**src/hw/pml_defs.svh**
```systemverilog
`ifndef PML_DEFS_SVH
`define PML_DEFS_SVH

// ----------------------------------------------------------------
// Register indexes (byte address is four times the index)
// ----------------------------------------------------------------
`define PML_IDX_PORT_MODE      4'h4
`define PML_IDX_LINE_IO        4'h5
`define PML_IDX_PORT_STATUS    4'h6

// ----------------------------------------------------------------
// Port mode control fields
// ----------------------------------------------------------------
`define PML_PM_MASTER_RST_BIT  7
`define PML_PM_STATE_RST_BIT   6
`define PML_PM_SRC_LOOP_BIT    5
`define PML_PM_FE_LOOP_BIT     4
`define PML_PM_MODE_MSB        2
`define PML_PM_MODE_LSB        0
`define PML_PM_RESET           8'h00
`define PML_PM_WR_MASK         8'hf7

// ----------------------------------------------------------------
// Line polarity control fields
// ----------------------------------------------------------------
`define PML_IO_RX_SYNC_HI_BIT  6
`define PML_IO_RX_CLK_FALL_BIT 5
`define PML_IO_TX_SYNC_HI_BIT  4
`define PML_IO_TX_CLK_FALL_BIT 3
`define PML_IO_RESET           8'h00
`define PML_IO_WR_MASK         8'h78

// ----------------------------------------------------------------
// Interface mode codes
// ----------------------------------------------------------------
`define PML_MODE_T1            3'h0
`define PML_MODE_E1            3'h1
`define PML_MODE_GP            3'h5
`define PML_MODE_DSL           3'h6
`define PML_MODE_PWR_DOWN      3'h7

// ----------------------------------------------------------------
// Timing
// ----------------------------------------------------------------
`define PML_CLK_PERIOD_NS      4
`define PML_MASTER_RST_NS      16

`endif

```
**src/hw/pml_pkg.sv**
```systemverilog
package pml_pkg;

    // Port sequencing states, one-hot
    typedef enum logic [3:0] {
        PML_ST_MASTER_RST = 4'h1,
        PML_ST_STATE_RST  = 4'h2,
        PML_ST_RUN        = 4'h4,
        PML_ST_IDLE       = 4'h8
    } pml_port_state_t;

endpackage

```
**src/hw/pml_sync.sv**
```systemverilog
`timescale 1ns/100ps
`default_nettype none

// ----------------------------------------------------------------
// Two-stage synchroniser for line pins
// ----------------------------------------------------------------
module pml_sync #(
    parameter int WIDTH = 5
) (
    input  wire logic             i_clk,
    input  wire logic             i_rst,
    input  wire logic [WIDTH-1:0] i_async,
    output logic      [WIDTH-1:0] o_sync
);

    logic [WIDTH-1:0] meta_r;   // First stage, read only by second
    logic [WIDTH-1:0] sync_r;   // Second stage

    // Register both stages
    always_ff @(posedge i_clk)
    begin
        if (i_rst)
        begin
            meta_r <= '0;
            sync_r <= '0;
        end
        else
        begin
            meta_r <= i_async;
            sync_r <= meta_r;
        end
    end

    assign o_sync = sync_r;

endmodule

`default_nettype wire

```
**src/hw/pml_line_edge.sv**
```systemverilog
`timescale 1ns/100ps
`default_nettype none

// ----------------------------------------------------------------
// Active-edge finder for a sampled line clock
// ----------------------------------------------------------------
module pml_line_edge (
    input  wire logic i_clk,
    input  wire logic i_rst,
    input  wire logic i_level,
    input  wire logic i_falling,
    output logic      o_edge
);

    logic prev_r;   // Level seen one cycle before
    logic armed_r;  // Blocks a false edge right after reset

    // Track last level
    always_ff @(posedge i_clk)
    begin
        if (i_rst)
        begin
            prev_r  <= 1'b0;
            armed_r <= 1'b0;
        end
        else
        begin
            prev_r  <= i_level;
            armed_r <= 1'b1;
        end
    end

    // Pick falling or rising transition
    assign o_edge = armed_r & (i_falling ? (prev_r & ~i_level) : (~prev_r & i_level));

endmodule

`default_nettype wire

```
**src/hw/pml_port_mode_line_config.sv**
```systemverilog
// Notes on behaviour
// - Master reset bit restarts port and registers
// - Master reset bit clears itself when the reset time ends
// - State reset clears machines, keeps registers
// - State reset floats port outputs
// - Source loopback feeds transmit into receive
// - Source loopback forces general purpose mode
// - Far-end loopback returns receive data outward
// - Mode field selects T1/E1/GP/DSL/power-down
// - General purpose mode ignores both sync inputs
// - Receive sync active level select
// - Receive clock sampling edge select
// - Transmit sync active level select
// - Transmit clock active edge select
`include "pml_defs.svh"
`timescale 1ns/100ps
`default_nettype none

module pml_port_mode_line_config (
    input  wire logic        i_clk,
    input  wire logic        i_rst,
    // APB slave
    input  wire logic        i_psel,
    input  wire logic        i_penable,
    input  wire logic        i_pwrite,
    input  wire logic [7:0]  i_paddr,
    input  wire logic [31:0] i_pwdata,
    output logic      [31:0] o_prdata,
    output logic             o_pready,
    output logic             o_pslverr,
    // Line pins
    input  wire logic        i_line_rx_clock_in,
    input  wire logic        i_line_rx_data_in,
    input  wire logic        i_line_rx_sync_in,
    input  wire logic        i_line_tx_clock_in,
    input  wire logic        i_line_tx_sync_in,
    output logic             o_line_tx_data,
    output logic             o_line_tx_data_oe_n,
    // Cell side
    input  wire logic        i_tx_bit,
    output logic             o_tx_bit_take,
    output logic             o_tx_frame,
    output logic             o_rx_bit,
    output logic             o_rx_bit_valid,
    output logic             o_rx_frame,
    output logic             o_port_active
);

    // ----------------------------------------------------------------
    // Constants
    // ----------------------------------------------------------------
    localparam int MRST_CYCLES_I = (`PML_MASTER_RST_NS + `PML_CLK_PERIOD_NS - 1) / `PML_CLK_PERIOD_NS;
    localparam logic [3:0] MRST_CYCLES = MRST_CYCLES_I[3:0];

    // ----------------------------------------------------------------
    // Declarations
    // ----------------------------------------------------------------
    logic [7:0]  port_mode_control_r;          // Port mode control
    logic [7:0]  port_mode_control_nxt;
    logic [7:0]  lio_r;            // Line polarity control
    logic [7:0]  lio_nxt;
    logic [3:0]  mrst_cnt_r;       // Master reset length counter
    logic [3:0]  mrst_cnt_nxt;
    logic [31:0] prdata_r;         // Registered read data
    logic [31:0] prdata_nxt;
    logic        pslverr_r;        // Registered error answer
    logic        pslverr_nxt;
    logic        setup;            // APB setup cycle
    logic        wr_go;            // Write takes effect
    logic [3:0]  idx;              // Register index
    logic        addr_ok;          // Mapped and aligned
    logic [7:0]  status;           // Port status readback
    pml_pkg::pml_port_state_t st_r;
    pml_pkg::pml_port_state_t st_nxt;
    logic [2:0]  eff_mode;         // Effective interface mode
    logic        gp_mode;          // Syncs disregarded
    logic        mode_live;        // Mode moves data
    logic        run;              // Port datapath running
    logic        dp_rst;           // Datapath machines reset
    logic [4:0]  pins_s;           // Synchronised pins
    logic        rx_clk_lvl;       // Receive clock after loop mux
    logic        rx_dat_lvl;       // Receive data after loop mux
    logic        rx_edge;
    logic        tx_edge;
    logic        rx_sync_act;
    logic        tx_sync_act;
    logic        rx_bit_r;
    logic        rx_bit_nxt;
    logic        rx_val_r;
    logic        rx_val_nxt;
    logic        rx_frm_r;
    logic        rx_frm_nxt;
    logic        tx_dat_r;
    logic        tx_dat_nxt;
    logic        tx_take_r;
    logic        tx_take_nxt;
    logic        tx_frm_r;
    logic        tx_frm_nxt;

    // ----------------------------------------------------------------
    // APB decode
    // ----------------------------------------------------------------
    assign setup   = i_psel & ~i_penable;
    assign wr_go   = i_psel & i_penable & i_pwrite;
    assign idx     = i_paddr[5:2];
    assign addr_ok = (i_paddr[1:0] == 2'h0) && (i_paddr[7:6] == 2'h0) &&
                     ((idx == `PML_IDX_PORT_MODE) || (idx == `PML_IDX_LINE_IO) || (idx == `PML_IDX_PORT_STATUS));
    assign status  = {st_r, 1'b0, eff_mode};

    // Read data and error are captured in the setup cycle
    always_comb
    begin
        prdata_nxt  = prdata_r;
        pslverr_nxt = pslverr_r;
        if (setup)
        begin
            pslverr_nxt = ~addr_ok;
            prdata_nxt  = 32'h0;
            case (idx)
                `PML_IDX_PORT_MODE:   prdata_nxt = {24'h0, port_mode_control_r};
                `PML_IDX_LINE_IO:     prdata_nxt = {24'h0, lio_r};
                `PML_IDX_PORT_STATUS: prdata_nxt = {24'h0, status};
                default:              prdata_nxt = 32'h0;
            endcase
            if (!addr_ok)
                prdata_nxt = 32'h0;
        end
    end

    // Register the bus answer
    always_ff @(posedge i_clk)
    begin
        if (i_rst)
        begin
            prdata_r  <= 32'h0;
            pslverr_r <= 1'b0;
        end
        else
        begin
            prdata_r  <= prdata_nxt;
            pslverr_r <= pslverr_nxt;
        end
    end

    assign o_prdata  = prdata_r;
    assign o_pslverr = pslverr_r & i_psel & i_penable;
    assign o_pready  = 1'b1;

    // ----------------------------------------------------------------
    // Control registers
    // ----------------------------------------------------------------
    // Writes, master reset restore and self clear
    always_comb
    begin
        port_mode_control_nxt    = port_mode_control_r;
        lio_nxt      = lio_r;
        mrst_cnt_nxt = mrst_cnt_r;
        if (port_mode_control_r[`PML_PM_MASTER_RST_BIT])
        begin
            // Hold defaults while the master reset runs
            port_mode_control_nxt[6:0] = 7'(`PML_PM_RESET);
            lio_nxt        = `PML_IO_RESET;
            if (mrst_cnt_r == 4'h0)
                port_mode_control_nxt[`PML_PM_MASTER_RST_BIT] = 1'b0;
            else
                mrst_cnt_nxt = mrst_cnt_r - 4'h1;
        end
        else if (wr_go && addr_ok && (idx == `PML_IDX_PORT_MODE))
        begin
            // Reserved bit 3 is not stored
            port_mode_control_nxt = i_pwdata[7:0] & `PML_PM_WR_MASK;
            if (i_pwdata[`PML_PM_MASTER_RST_BIT])
            begin
                port_mode_control_nxt[6:0] = 7'(`PML_PM_RESET);
                lio_nxt        = `PML_IO_RESET;
                mrst_cnt_nxt   = MRST_CYCLES - 4'h1;
            end
        end
        else if (wr_go && addr_ok && (idx == `PML_IDX_LINE_IO))
        begin
            // Only polarity bits are stored
            lio_nxt = i_pwdata[7:0] & `PML_IO_WR_MASK;
        end
    end

    // Register control state
    always_ff @(posedge i_clk)
    begin
        if (i_rst)
        begin
            port_mode_control_r    <= `PML_PM_RESET;
            lio_r      <= `PML_IO_RESET;
            mrst_cnt_r <= 4'h0;
        end
        else
        begin
            port_mode_control_r    <= port_mode_control_nxt;
            lio_r      <= lio_nxt;
            mrst_cnt_r <= mrst_cnt_nxt;
        end
    end

    // ----------------------------------------------------------------
    // Mode selection
    // ----------------------------------------------------------------
    // Source loopback overrides the mode field
    always_comb
    begin
        eff_mode = port_mode_control_r[`PML_PM_MODE_MSB:`PML_PM_MODE_LSB];
        if (port_mode_control_r[`PML_PM_SRC_LOOP_BIT])
            eff_mode = `PML_MODE_GP;
        case (eff_mode)
            `PML_MODE_T1,
            `PML_MODE_E1,
            `PML_MODE_DSL: mode_live = 1'b1;
            `PML_MODE_GP:  mode_live = 1'b1;
            default:       mode_live = 1'b0;
        endcase
    end

    assign gp_mode = (eff_mode == `PML_MODE_GP);

    // ----------------------------------------------------------------
    // Port sequencer
    // ----------------------------------------------------------------
    // Master reset, state reset, running or idle
    always_comb
    begin
        case (st_r)
            pml_pkg::PML_ST_MASTER_RST,
            pml_pkg::PML_ST_STATE_RST,
            pml_pkg::PML_ST_RUN,
            pml_pkg::PML_ST_IDLE:
            begin
                if (port_mode_control_r[`PML_PM_MASTER_RST_BIT])
                    st_nxt = pml_pkg::PML_ST_MASTER_RST;
                else if (port_mode_control_r[`PML_PM_STATE_RST_BIT])
                    st_nxt = pml_pkg::PML_ST_STATE_RST;
                else if (mode_live)
                    st_nxt = pml_pkg::PML_ST_RUN;
                else
                    st_nxt = pml_pkg::PML_ST_IDLE;
            end
            default: st_nxt = pml_pkg::PML_ST_MASTER_RST;
        endcase
    end

    // Register sequencer state
    always_ff @(posedge i_clk)
    begin
        if (i_rst)
            st_r <= pml_pkg::PML_ST_MASTER_RST;
        else
            st_r <= st_nxt;
    end

    assign run    = (st_r == pml_pkg::PML_ST_RUN);
    assign dp_rst = i_rst | (st_r == pml_pkg::PML_ST_MASTER_RST) | (st_r == pml_pkg::PML_ST_STATE_RST);

    // ----------------------------------------------------------------
    // Line pins
    // ----------------------------------------------------------------
    pml_sync #(
        .WIDTH (5)
    ) u_sync (
        .i_clk   (i_clk),
        .i_rst   (i_rst),
        .i_async ({i_line_tx_sync_in, i_line_tx_clock_in, i_line_rx_sync_in,
                   i_line_rx_data_in, i_line_rx_clock_in}),
        .o_sync  (pins_s)
    );

    // Source loopback takes transmit clock and data as receive
    assign rx_clk_lvl = port_mode_control_r[`PML_PM_SRC_LOOP_BIT] ? pins_s[3] : pins_s[0];
    assign rx_dat_lvl = port_mode_control_r[`PML_PM_SRC_LOOP_BIT] ? tx_dat_r  : pins_s[1];

    pml_line_edge u_rx_edge (
        .i_clk     (i_clk),
        .i_rst     (dp_rst),
        .i_level   (rx_clk_lvl),
        .i_falling (lio_r[`PML_IO_RX_CLK_FALL_BIT]),
        .o_edge    (rx_edge)
    );

    pml_line_edge u_tx_edge (
        .i_clk     (i_clk),
        .i_rst     (dp_rst),
        .i_level   (pins_s[3]),
        .i_falling (lio_r[`PML_IO_TX_CLK_FALL_BIT]),
        .o_edge    (tx_edge)
    );

    // Sync qualified by polarity, ignored in general purpose mode
    assign rx_sync_act = ~gp_mode & (pins_s[2] == lio_r[`PML_IO_RX_SYNC_HI_BIT]);
    assign tx_sync_act = ~gp_mode & (pins_s[4] == lio_r[`PML_IO_TX_SYNC_HI_BIT]);

    // ----------------------------------------------------------------
    // Line datapath
    // ----------------------------------------------------------------
    // Sample receive bits, launch transmit bits
    always_comb
    begin
        rx_bit_nxt  = rx_bit_r;
        rx_val_nxt  = 1'b0;
        rx_frm_nxt  = 1'b0;
        tx_dat_nxt  = tx_dat_r;
        tx_take_nxt = 1'b0;
        tx_frm_nxt  = 1'b0;
        if (run && rx_edge)
        begin
            rx_bit_nxt = rx_dat_lvl;
            rx_val_nxt = 1'b1;
            rx_frm_nxt = rx_sync_act;
        end
        if (run && tx_edge)
        begin
            // Far-end loopback sends received data back out
            tx_dat_nxt  = port_mode_control_r[`PML_PM_FE_LOOP_BIT] ? rx_bit_r : i_tx_bit;
            tx_take_nxt = ~port_mode_control_r[`PML_PM_FE_LOOP_BIT];
            tx_frm_nxt  = tx_sync_act;
        end
    end

    // Register datapath, cleared by either port reset
    always_ff @(posedge i_clk)
    begin
        if (dp_rst)
        begin
            rx_bit_r  <= 1'b0;
            rx_val_r  <= 1'b0;
            rx_frm_r  <= 1'b0;
            tx_dat_r  <= 1'b0;
            tx_take_r <= 1'b0;
            tx_frm_r  <= 1'b0;
        end
        else
        begin
            rx_bit_r  <= rx_bit_nxt;
            rx_val_r  <= rx_val_nxt;
            rx_frm_r  <= rx_frm_nxt;
            tx_dat_r  <= tx_dat_nxt;
            tx_take_r <= tx_take_nxt;
            tx_frm_r  <= tx_frm_nxt;
        end
    end

    // ----------------------------------------------------------------
    // Outputs
    // ----------------------------------------------------------------
    assign o_line_tx_data      = tx_dat_r;
    assign o_line_tx_data_oe_n = ~run;
    assign o_tx_bit_take       = tx_take_r;
    assign o_tx_frame          = tx_frm_r;
    assign o_rx_bit            = rx_bit_r;
    assign o_rx_bit_valid      = rx_val_r;
    assign o_rx_frame          = rx_frm_r;
    assign o_port_active       = run;

endmodule

`default_nettype wire

```
**config.mk**
```make
export PLATFORM = sky130hd
export DESIGN_NAME = pml_port_mode_line_config
export DESIGN_NICKNAME = d
export VERILOG_FILES = /design/src/hw/pml_pkg.sv /design/src/hw/pml_sync.sv /design/src/hw/pml_line_edge.sv /design/src/hw/pml_port_mode_line_config.sv
export VERILOG_INCLUDE_DIRS = /design/src /design/src/hw
export SDC_FILE = /design/constraint.sdc
export NUM_CORES = 1
export LEC_CHECK = 0
export ABC_AREA = 0
export BUFFER_PORTS_ARGS = -buffer_cell sky130_fd_sc_hd__buf_2
export CAP_MARGIN = 20
export CELL_PAD_IN_SITES_DETAIL_PLACEMENT = 1
export CELL_PAD_IN_SITES_GLOBAL_PLACEMENT = 1
export CORE_UTILIZATION = 35
export CTS_BUF_LIST = sky130_fd_sc_hd__clkbuf_4
export CTS_CLUSTER_DIAMETER = 40
export DETAILED_ROUTE_END_ITERATION = 8
export PLACE_DENSITY_LB_ADDON = 0.1
export SLEW_MARGIN = 10
export SYNTH_ARGS = -nofsm -noshare
export SYNTH_HDL_FRONTEND = slang
export SYNTH_HIERARCHICAL = 1
export SYNTH_SLANG_ARGS = --single-unit
```
**constraint.sdc**
```tcl
create_clock -name i_clk -period 2 [get_ports i_clk]
set_input_delay 0.3 -clock i_clk [delete_from_list [all_inputs] [get_ports i_clk]]
set_output_delay 0.3 -clock i_clk [all_outputs]
set_load 0.02 [all_outputs]
```
* After elaboration in Yosys (flattened, before gate mapping) *
Cells that the tools add are included.

operators by class
  reduce and logical (&&, ||, !) cells = 25
  multiplexer cells = 24
  $add $sub $neg = 1
  bitwise logic cells = 27
  eq/ne operators = 14

operators by type and width
  kind                   count
  $mux W8                5
  $mux W32               1
  $pmux W8 S3            1
  $mux W4                5
  $eq A4 B3 Y1 const B   4
  $and A1 B1 Y1          13
  $not A1 Y1             12
  $reduce_or A4 Y1       3
  $mux W1                9
  $logic_and A1 B1 Y1    7
  $mux W7                1
  $eq A3 B3 Y1 const B   2
  $reduce_bool A2 Y1     3
  $reduce_or A2 Y1       3
  $eq A4 B1 Y1 const B   1
  $eq A4 B2 Y1 const B   1
  $eq A4 B4 Y1 const B   1
  $logic_not A2 Y1       2
  $logic_not A4 Y1       1
  $ne A2 B2 Y1 const B   2
  $sub A4 B1 Y4 const B  1
  $eq A3 B1 Y1 const B   1
  $logic_not A3 Y1       1
  $mux W3                1
  other kinds (7)        10

word-level totals
  input bits = 51
  register bits after elaboration = 76
  output and inout bits = 42
  word-level logic and storage cells = 110

* Depth between registers and ports, before layout *
Gate-level depths: netlist (run 1).

  depth in word-level cells = 8
  depth in mapped cells = 7
  mapped depth without buffers = 6

* Hierarchy *
Netlist (run 1), hierarchy kept.

modules (own cells, without submodules)
  module                     cells each  instances  area an instance (um^2)  sequential area each (um^2)
  pml_port_mode_line_config  198         1          1747.9                   680.7
  pml_sync                   20          1          262.8                    200.2
  pml_line_edge              7           2          73.8                     40.0

* Least setup slack after synthesis (run 1) *
No wires, ideal clock.

  path type = reg2reg
  from = reg st_r[1]
  to = reg st_r[3]
  arrival = 2.070 ns
  library setup time = 0.092 ns
  data required time = 1.908 ns
  cell stages (with the launch flop) = 5
  clock period less this slack = 2.162 ns
  buffers on the path = 0
  path slack = -0.162 ns
  cells stage by stage = dfxtp_1 > nor4b_1 > inv_1 > a21o_1 > nor4_1

on the way
  longest elaborated chain between the ends = 4
  elaborated cells on any way between the ends = 7
  those cells by class = eq/ne: 4; bitwise: 1; reduce/logical: 2

RTL lines
  item                               RTL line                          text
  start, declared                    pml_port_mode_line_config.sv:73   pml_pkg::pml_port_state_t st_r;
  start signal, assigned             pml_port_mode_line_config.sv:252  st_r <= pml_pkg::PML_ST_MASTER_RST;
  start signal, assigned             pml_port_mode_line_config.sv:254  st_r <= st_nxt;
  $eq A4 B3 Y1                       --
  net o_port_active                  pml_port_mode_line_config.sv:46   output logic o_port_active
  $reduce_or A4 Y1                   pml_port_mode_line_config.sv:229  case (st_r)
  $not A1 Y1 (no source line)        --
  $reduce_or A4 Y1 (no source line)  --

The timed path passes the listed nets, and every way through them passes these cells.
A chain may end at the register's enable or synchronous reset.

* Worst setup path in the final report (run 1) *
  from = reg st_r[1]
  to = out o_line_tx_data_oe_n

on the way
  longest elaborated chain between the ends = 2

RTL lines
  item           RTL line                          text
  $eq A4 B3 Y1   pml_port_mode_line_config.sv:257  assign run = (st_r == pml_pkg::PML_ST_RUN);
  $not A1 Y1     pml_port_mode_line_config.sv:351  assign o_line_tx_data_oe_n = ~run;
  end, declared  pml_port_mode_line_config.sv:38   output logic o_line_tx_data_oe_n,

Every way passes these cells.

==> flow_summary.toml, run 1 <==
[clock_network]
cts_max_level = 2
cts_tree = "built"
clk_latency_ns = 0.36
cts.hold.buffers_added = 0
clk_pin_slew_worst_paths_ns = 0.15
postCtsSetupBuffers = 0
cts-root-buf = "clkbuf_4"
cts.sinks = 48
clk_path_buf_depth = 2
ctsResizeCount = 0
cts_made_buffers = 5

[synthesis]
seq_area_frac_synth_pct = 44.5
syn_inst = 232
yosysUniqueCellTypes = 38
syn_avg_cell_area_sq_um = 9.30
synth-edff-count = 0
synthesis.area_sq_mm = 0.00216
ys_ff_latch = 48
ys_async_sr_fraction_pct = 0
yosys_warnings = 6
synth_ff_type = "dfxtp_1"

[setup_path]
start_kind = "flop"
worst-path-buf-inv = 2
path_cells = "nor4b_2, inv_1, buf_2"
critPathTopFamily = "simple AND/OR/NAND/NOR gates"
cp-end-kind = "output pin"
arrival_ns = 1.50
crit_type = "flop to output pin"
startpoint = "st_r[1]$_SDFF_PP0_"
cp_slowest_stage_delay_ns = 0.47
cp.required_ns = 1.70
r2r_start = "st_r[1]$_SDFF_PP0_"
crit_slowest_cell = "nor4b_2"
cp_max_fo = 5

[global_routing]
grt_overflow = 0
gr-usage-all-layers_pct = 15.5
grt_max_degree = 17
antenna_found_initial = 0
grt_first_pass_wirelength_mm = 7.47
grt_pass1_vias = 1560

[layout]
area_growth_pct = 15.9
finalNetCount = 335
diodes = 0
fillers = 737
layout_common_cells = "dfxtp_1 (48), buf_2 (43), conb_1 (25)"
final_common_cell = "dfxtp_1"
drive_gt1_share_pct = 23.6

[power]
power_density_mw_per_mm2 = 706
vdd.ir_drop.worst_uv = 298
power_leakage_nw = 1.06

[sta]
maxSlewViolCount = 0
whs_ns = 0.133
rsz0062_at_grt = "no"
finalCritPeriodShare_pct = 90.0
report.final.hold_viol_count = 0
final.setup_skew_ns = 0.00933
period_minus_slack_ns = 1.80
fmax_mhz = 555
setup_viol = 0
setup_tns_ns = 0

[floorplan]
die_y_microns = 80.5
fp.dieW_microns = 80.5
rows = 28
core_sq_mm = 0.00592
start_util_pct = 36.5
die_area_sq_mm = 0.00648
io_pins = 93

[place]
finalWeightedCongestion = 0.755
port_buffers = 43
place.detailed.hpwl_mm = 3.66

[routing]
drt_first_pass_iters = 4
drt_wl_total_mm = 4.71
ant_nets = 0
viasPerCell = 4.65
num_vias = 1670
first_iter_violations = 41
avgRoutedWirePerCell_microns = 13.1
drc = 0

[flow_run]
drv_cap = 0

[run_status]
status = "finished clean"

[worst_hold_path]
min_from = "i_line_rx_sync_in"
hold_class = "input pin to flop"
[sequential cells by signal, indices dropped and copies added (netlist names)]
signal	cells
u_tx_edge/armed_r	1
u_sync/o_sync	5
u_tx_edge/prev_r	1
u_rx_edge/prev_r	1
mrst_cnt_r	4
o_prdata	8
o_rx_bit	1
o_tx_bit_take	1
pslverr_r	1
o_line_tx_data	1
o_rx_bit_valid	1
port_mode_control_r	7
u_sync/meta_r	5
u_rx_edge/armed_r	1
o_rx_frame	1
o_tx_frame	1
lio_r	4
st_r	4
[metrics by stage]
step                      cell area (sq um)  power (mW)  setup slack [ns]  cells  utilization (%)
final                                  2500        1.76             0.199    359             42.2
after global placement                 2420        1.19            0.0647    351             40.8
after CTS                              2500        1.79             0.141    359             42.2
after floorplan                        2250        1.17             0.142    255                -
after global routing                   2500        1.86            0.0407    359             42.2
after detailed placement               2420        1.19            0.0463    351             40.8
[logic make-up after synthesis]
logic type | share of synthesized area, %
AOI/OAI and AO/OA | 10.3
xor gates and xnor gates | 2.84
adders and majority gates | 0.580
buffers and inverters | 11.2
DFF | 44.5
muxes | 6.61
other | 0.348
and+or+nand+nor | 23.7
[power by group]
part	leakage [nW]	switching (mW)	total, mW	internal, mW
clock network	0.0454	0.325	0.592	0.268
logic	0.623	0.117	0.177	0.0601
registers	0.390	0.0155	0.995	0.979
[synth_stat cells (2+ instances only)]
library cell	instances	share of area, %
and2_1	2	0.58
nand2b_1	4	1.2
xnor2_1	4	1.6
a21o_1	2	0.70
nand4b_1	3	1.2
mux2_2	2	1.0
a22o_1	2	0.81
o21ai_0	9	2.1
buf_4	25	8.7
mux2i_1	12	5.6
nand3b_1	3	1.0
conb_1	2	0.35
nand4bb_1	2	1.0
a21oi_1	7	1.6
nand2_1	12	2.1
nor2_1	24	4.2
a211oi_1	2	0.70
xor2_1	3	1.2
nor3b_1	3	1.0
a22oi_1	7	2.4
and3_1	3	0.87
clkbuf_1	4	0.70
nor2b_1	21	6.1
nor4_1	3	0.87
inv_1	8	1.4
dfxtp_1	48	45
nor3_1	4	0.93
[cell type report]
cell class / instances / area (sq um) / share of cell area [%]
clock buffers: 5 / 37.5 / 1.50
clock inverters: 3 / 47.5 / 1.90
inverters: 8 / 30.0 / 1.20
multi-input cells: 168 / 1050 / 41.9
flip-flops and latches: 48 / 961 / 38.4
well taps: 75 / 93.8 / 3.75
repair buffers: 52 / 283 / 11.3
[layer usage]
layer / track usage, % / routed length (microns)
met1: 20.2 / 2300
met2: 25.3 / 2200
met3: 3.52 / 197
met4: 4.29 / 21
met5: 0 / 0
[final timing paths]
check / to / slack (ns) / cells past startpoint
setup reg to reg: st_r[3]$_SDFF_PP0_ / 0.52 / 4
hold reg to reg: u_sync/o_sync[0]$_SDFF_PP0_ / 0.46 / 1
setup / recovery: o_line_tx_data_oe_n / 0.20 / 3
hold / removal: u_sync/meta_r[2]$_SDFF_PP0_ / 0.13 / 2
(Power assumes the default switching activity.)
==> run 2, diff against run 1 <==
Settings changed: PLACE_DENSITY from default to 0.85, PLACE_DENSITY_LB_ADDON 0.1 to default.
==> run 2 against run 1 <==
Net effect:
- design area fell by 0.50%
- fmax rose by 1.9%
- worst hold slack improved by 0.0010 ns
- sequential cell count did not move
- setup slack improved by 0.034 ns
- highest routed layer unchanged
- core utilization fell by 0.21 points
- largest power group unchanged
- total power fell by 0.68%
- sequential power barely moved
==> flow_summary.toml, run 2 (same netlist as run 1, synthesis figures left out) <==
[layout]
layout_common_cells = "dfxtp_1 (48), buf_2 (43), conb_1 (25)"
finalNetCount = 334
largest_register_ffs = 8
final_common_cell = "dfxtp_1"
stdcell_area_sq_mm = 0.00249
drive_gt1_share_pct = 23.0
diodes = 0
area_growth_pct = 15.3

[global_routing]
gr-usage-all-layers_pct = 16.9
grt_first_pass_wirelength_mm = 8.18
grt_max_degree = 16
grt_pass1_vias = 1763
grt_overflow = 0
antenna_found_initial = 0

[routing]
viasPerCell = 4.68
ant_nets = 0
drt_wl_total_mm = 5.01
drc = 0
avgRoutedWirePerCell_microns = 14.0
num_vias = 1677
drt_first_pass_iters = 4
first_iter_violations = 136

[setup_path]
worst-path-buf-inv = 2
crit_type = "flop to output pin"
ff2ff_setup_slack_ns = 0.44
r2r_cells = 6
crit_cells = 3
r2r-end = "o_rx_bit$_SDFFE_PP0P_"
r2r_start = "port_mode_control_r[5]$_SDFFE_PP0P_"
critPathTopFamily = "simple AND/OR/NAND/NOR gates"
start_kind = "flop"
path_cells = "nor4b_2, inv_1, buf_2"
setup.worst_path.end = "o_line_tx_data_oe_n"
crit_slowest_cell = "nor4b_2"
arrival_ns = 1.47
cp_max_fo = 5
cp.required_ns = 1.70
cp_slowest_stage_delay_ns = 0.41
startpoint = "st_r[0]$_SDFF_PP1_"
cp-end-kind = "output pin"

[floorplan]
rows = 28
start_util_pct = 36.5
die_y_microns = 80.5
io_pins = 93
core_sq_mm = 0.00592
die_area_sq_mm = 0.00648
fp.dieW_microns = 80.5

[power]
clockPowerShare_pct = 33.0
seqPwrFrac_pct = 56.7
power_density_mw_per_mm2 = 704
vdd.ir_drop.worst_uv = 424
power_leakage_nw = 1.05
p_int_mw = 1.30
p_sw_share_pct = 25.8
p_comb_share_pct = 10.2
switching_power_uw = 453

[sta]
maxSlewViolCount = 0
final.setup_skew_ns = 0.0158
period_minus_slack_ns = 1.77
rsz0062_at_grt = "no"
finalCritPeriodShare_pct = 88.4
setup_tns_ns = 0
fmax_mhz = 566
report.final.hold_viol_count = 0
setup_viol = 0

[clock_network]
cts.sinks = 48
cts-root-buf = "clkbuf_4"
postCtsSetupBuffers = 0
ctsResizeCount = 0
cts_max_level = 2
clk_path_buf_depth = 2
cts_made_buffers = 5
cts_tree = "built"
cts.hold.buffers_added = 0
clk_pin_slew_worst_paths_ns = 0.15
clk_latency_ns = 0.37

[place]
place.detailed.hpwl_mm = 3.93
dpl-instance-area_sq_mm = 0.00241
finalWeightedCongestion = 0.794
port_buffers = 43

[run_status]
status = "finished clean"

[worst_hold_path]
holdPathStages = 2
hold_class = "input pin to flop"

[flow_run]
drv_cap = 0
run 2: changes by cell type in the layout (fill, tap and decap cells not counted):
cell | before | now
clkinv_4 | 2 | 1
buf_4 | 9 | 8
clkinv_1 | 0 | 1
run 2: metrics by stage:
step	power, mW	hold WS [ns]	utilization [%]	worst slack [ns]	instances
3_3_place_gp	1.19	0.417	40.7	0.0258	350
4_1_cts	1.78	0.117	42.0	0.197	358
5_1_grt	1.85	0.121	42.0	0.135	358
2_1_floorplan	1.17	0.372	-	0.142	255
3_5_place_dp	1.20	0.424	40.7	-0.000467	350
6_report	1.75	0.134	42.0	0.233	358
run 2: worst reg2reg max path, cell delays in order, from the launching register on:
cell	delay, ns
dfxtp_1	0.38
mux2_2	0.37
nand4b_1	0.20
nand2_1	0.08
and2_1	0.19
nor2_1	0.06
a211oi_1	0.21
run 2: how the worst min path moves through the flow:
stage,startpoint,endpoint
2_1_floorplan,i_rst,u_sync/meta_r[0]$_SDFF_PP0_
3_3_place_gp,u_sync/meta_r[3]$_SDFF_PP0_,u_sync/o_sync[3]$_SDFF_PP0_
3_5_place_dp,u_sync/meta_r[2]$_SDFF_PP0_,u_sync/o_sync[2]$_SDFF_PP0_
4_1_cts,i_line_rx_data_in,u_sync/meta_r[1]$_SDFF_PP0_
5_1_grt,i_line_rx_clock_in,u_sync/meta_r[0]$_SDFF_PP0_
6_report,i_line_rx_data_in,u_sync/meta_r[1]$_SDFF_PP0_
run 2: area by class of cell:
class,instances,area [sq um]
Clock buffer,5,37.5
Tap cell,75,93.8
Sequential cell,48,961
Timing Repair Buffer,51,275
Inverter,8,30.0
Clock inverter,3,42.5
Fill cell,713,3430
Multi-Input combinational cell,168,1050
run 2: metal layers:
layer | GRT usage, % | part of all wire (%)
met5 | 0 | 0
met4 | 7.50 | 2.5
met3 | 3.64 | 3.9
met2 | 30.3 | 51
met1 | 18.9 | 43
run 2: power groups by stage:
stage                     Sequential [mW]  Clock [mW]  Combinational, mW
after floorplan                      1.01           0              0.157
after global placement               1.01           0              0.172
after detailed placement             1.02           0              0.180
after CTS                           0.994       0.605              0.180
after global routing                0.998       0.651              0.198
final                               0.995       0.579              0.179
==> run 3, diff against run 2 <==
Settings changed: CTS_BUF_LIST sky130_fd_sc_hd__clkbuf_4 to sky130_fd_sc_hd__clkbuf_4 sky130_fd_sc_hd__clkbuf_8.
==> run 3 against run 2 <==
Net effect:
- register-to-register slack better by 0.04 ns
- clock skew down 0.0074 ns
- critical path depth up 2
- sequential power about the same
- combinational power about the same
- non-clock buffer count unchanged
- design area up 1.7%
- sequential cell count unchanged
- critical path type is now input pin to flop
- largest cell class unchanged
==> flow_summary.toml, run 3 (same netlist as run 1, synthesis figures left out) <==
[run_status]
status = "finished clean"

[setup_path]
cp.required_ns = 2.19
ff2ff_setup_slack_ns = 0.48
start_kind = "input pin"
cp_max_fo = 4
startpoint = "i_paddr[1]"
cp_slowest_stage_delay_ns = 0.64
crit_slowest_cell = "or4_1"
cp-end-kind = "flop"
path_cells = "buf_2, or4_1, or4_4, a22oi_1, nor2_1"
crit_type = "input pin to flop"
r2r-end = "o_rx_bit$_SDFFE_PP0P_"
arrival_ns = 1.90
r2r_start = "port_mode_control_r[5]$_SDFFE_PP0P_"
r2r_cells = 6

[clock_network]
clk_latency_ns = 0.30
cts.sinks = 48
clk_path_buf_depth = 2
postCtsSetupBuffers = 0
cts_max_level = 2
cts_made_buffers = 5
cts.hold.buffers_added = 0
cts-root-buf = "clkbuf_8"
ctsResizeCount = 0
cts_tree = "built"
clk_pin_slew_worst_paths_ns = 0.09

[sta]
period_minus_slack_ns = 1.71
fmax_mhz = 586
timing.final.ws_setup_ns = 0.292
setup_viol = 0
setup_tns_ns = 0
whs_ns = 0.203
maxSlewViolCount = 0
rsz0062_at_grt = "no"
report.final.hold_viol_count = 0
finalCritPeriodShare_pct = 85.4
final.setup_skew_ns = 0.00840

[routing]
viasPerCell = 4.75
drc = 0
avgRoutedWirePerCell_microns = 14.4
drt_wl_total_mm = 5.16
first_iter_violations = 46
ant_nets = 0
num_vias = 1699
drt_first_pass_iters = 4

[place]
port_buffers = 43
dpl-instance-area_sq_mm = 0.00241
place.detailed.hpwl_mm = 3.93
dp_slack_ns = -0.000467
finalWeightedCongestion = 0.794

[global_routing]
grt_overflow = 0
use_met2_pct = 32.3
antenna_found_initial = 0
grt_max_degree = 16
grt_use_met1_pct = 18.9
grt_pass1_vias = 1776
grt_first_pass_wirelength_mm = 8.39
grt-busiest-layer = "met2"
met3_usage_pct = 4.20
gr-usage-all-layers_pct = 17.5

[worst_hold_path]
hold_class = "input pin to flop"
holdPathStages = 2
min_from = "i_line_rx_data_in"
holdPathEnd = "u_sync/meta_r[1]$_SDFF_PP0_"

[power]
vdd.ir_drop.worst_uv = 389
power_leakage_nw = 1.07
power_density_mw_per_mm2 = 758

[layout]
drive_gt1_share_pct = 23.3
area_growth_pct = 17.2
finalNetCount = 334
final_common_cell = "dfxtp_1"
layout_common_cells = "dfxtp_1 (48), buf_2 (43), conb_1 (25)"
stdcell_area_sq_mm = 0.00253
largest_register_ffs = 8
diodes = 0

[floorplan]
die_y_microns = 80.5
fp.dieW_microns = 80.5
io_pins = 93
rows = 28
start_util_pct = 36.5
core_sq_mm = 0.00592
die_area_sq_mm = 0.00648

[flow_run]
drv_cap = 0
-- run 3: cell count changes in the layout (fill, tap and decap cells not counted) --
cell and delta:
clkinv_1 -1, clkbuf_4 -5, clkbuf_8 +6
-- run 3: worst max-delay path by stage --
stage | end | slack, ns | depth (start not counted)
global route | o_line_tx_data_oe_n | 0.23 | 3
finish | lio_r[4]$_SDFFE_PP0P_ | 0.29 | 5
detailed placement | lio_r[4]$_SDFFE_PP0P_ | -0.0005 | 5
floorplan | mrst_cnt_r[2]$_SDFFE_PP0P_ | 0.14 | 5
global placement | lio_r[4]$_SDFFE_PP0P_ | 0.03 | 5
CTS | o_line_tx_data_oe_n | 0.29 | 3
-- run 3: per-stage QoR --
step / power [mW] / instances / utilization (%)
floorplan: 1.17 / 255 / -
finish: 1.92 / 358 / 42.7
detailed placement: 1.20 / 350 / 40.7
CTS: 1.94 / 358 / 42.7
global placement: 1.19 / 350 / 40.7
global route: 2.00 / 358 / 42.7
-- run 3: per-layer routing --
layer	part of all wire [%]	wire, microns
met2	51	2630
met4	2.4	123
met1	42	2170
met3	4.7	240
met5	0	0
-- run 3: where the power goes --
group	total, mW	switching [mW]	leakage [nW]	internal [mW]
sequential	0.993	0.0154	0.390	0.978
combinational	0.179	0.120	0.618	0.0591
clock	0.744	0.335	0.0614	0.409
total	1.92	0.471	1.07	1.45
-- run 3: worst max-delay path, delay by kind of cell --
kind	cells	cell delay, ns
simple gates	3	1.27
compound gates	1	0.24
buf+inv	1	0.09
-- run 3: cell type report --
| type | count | area [sq um] |
|---|---|---|
| fill | 708 | 3390 |
| timing repair buffer | 51 | 275 |
| clock inverter | 2 | 38.8 |
| clock buffer | 6 | 82.6 |
| sequential | 48 | 961 |
| inverter | 8 | 30.0 |
| tap | 75 | 93.8 |
| multi-input combinational | 168 | 1050 |
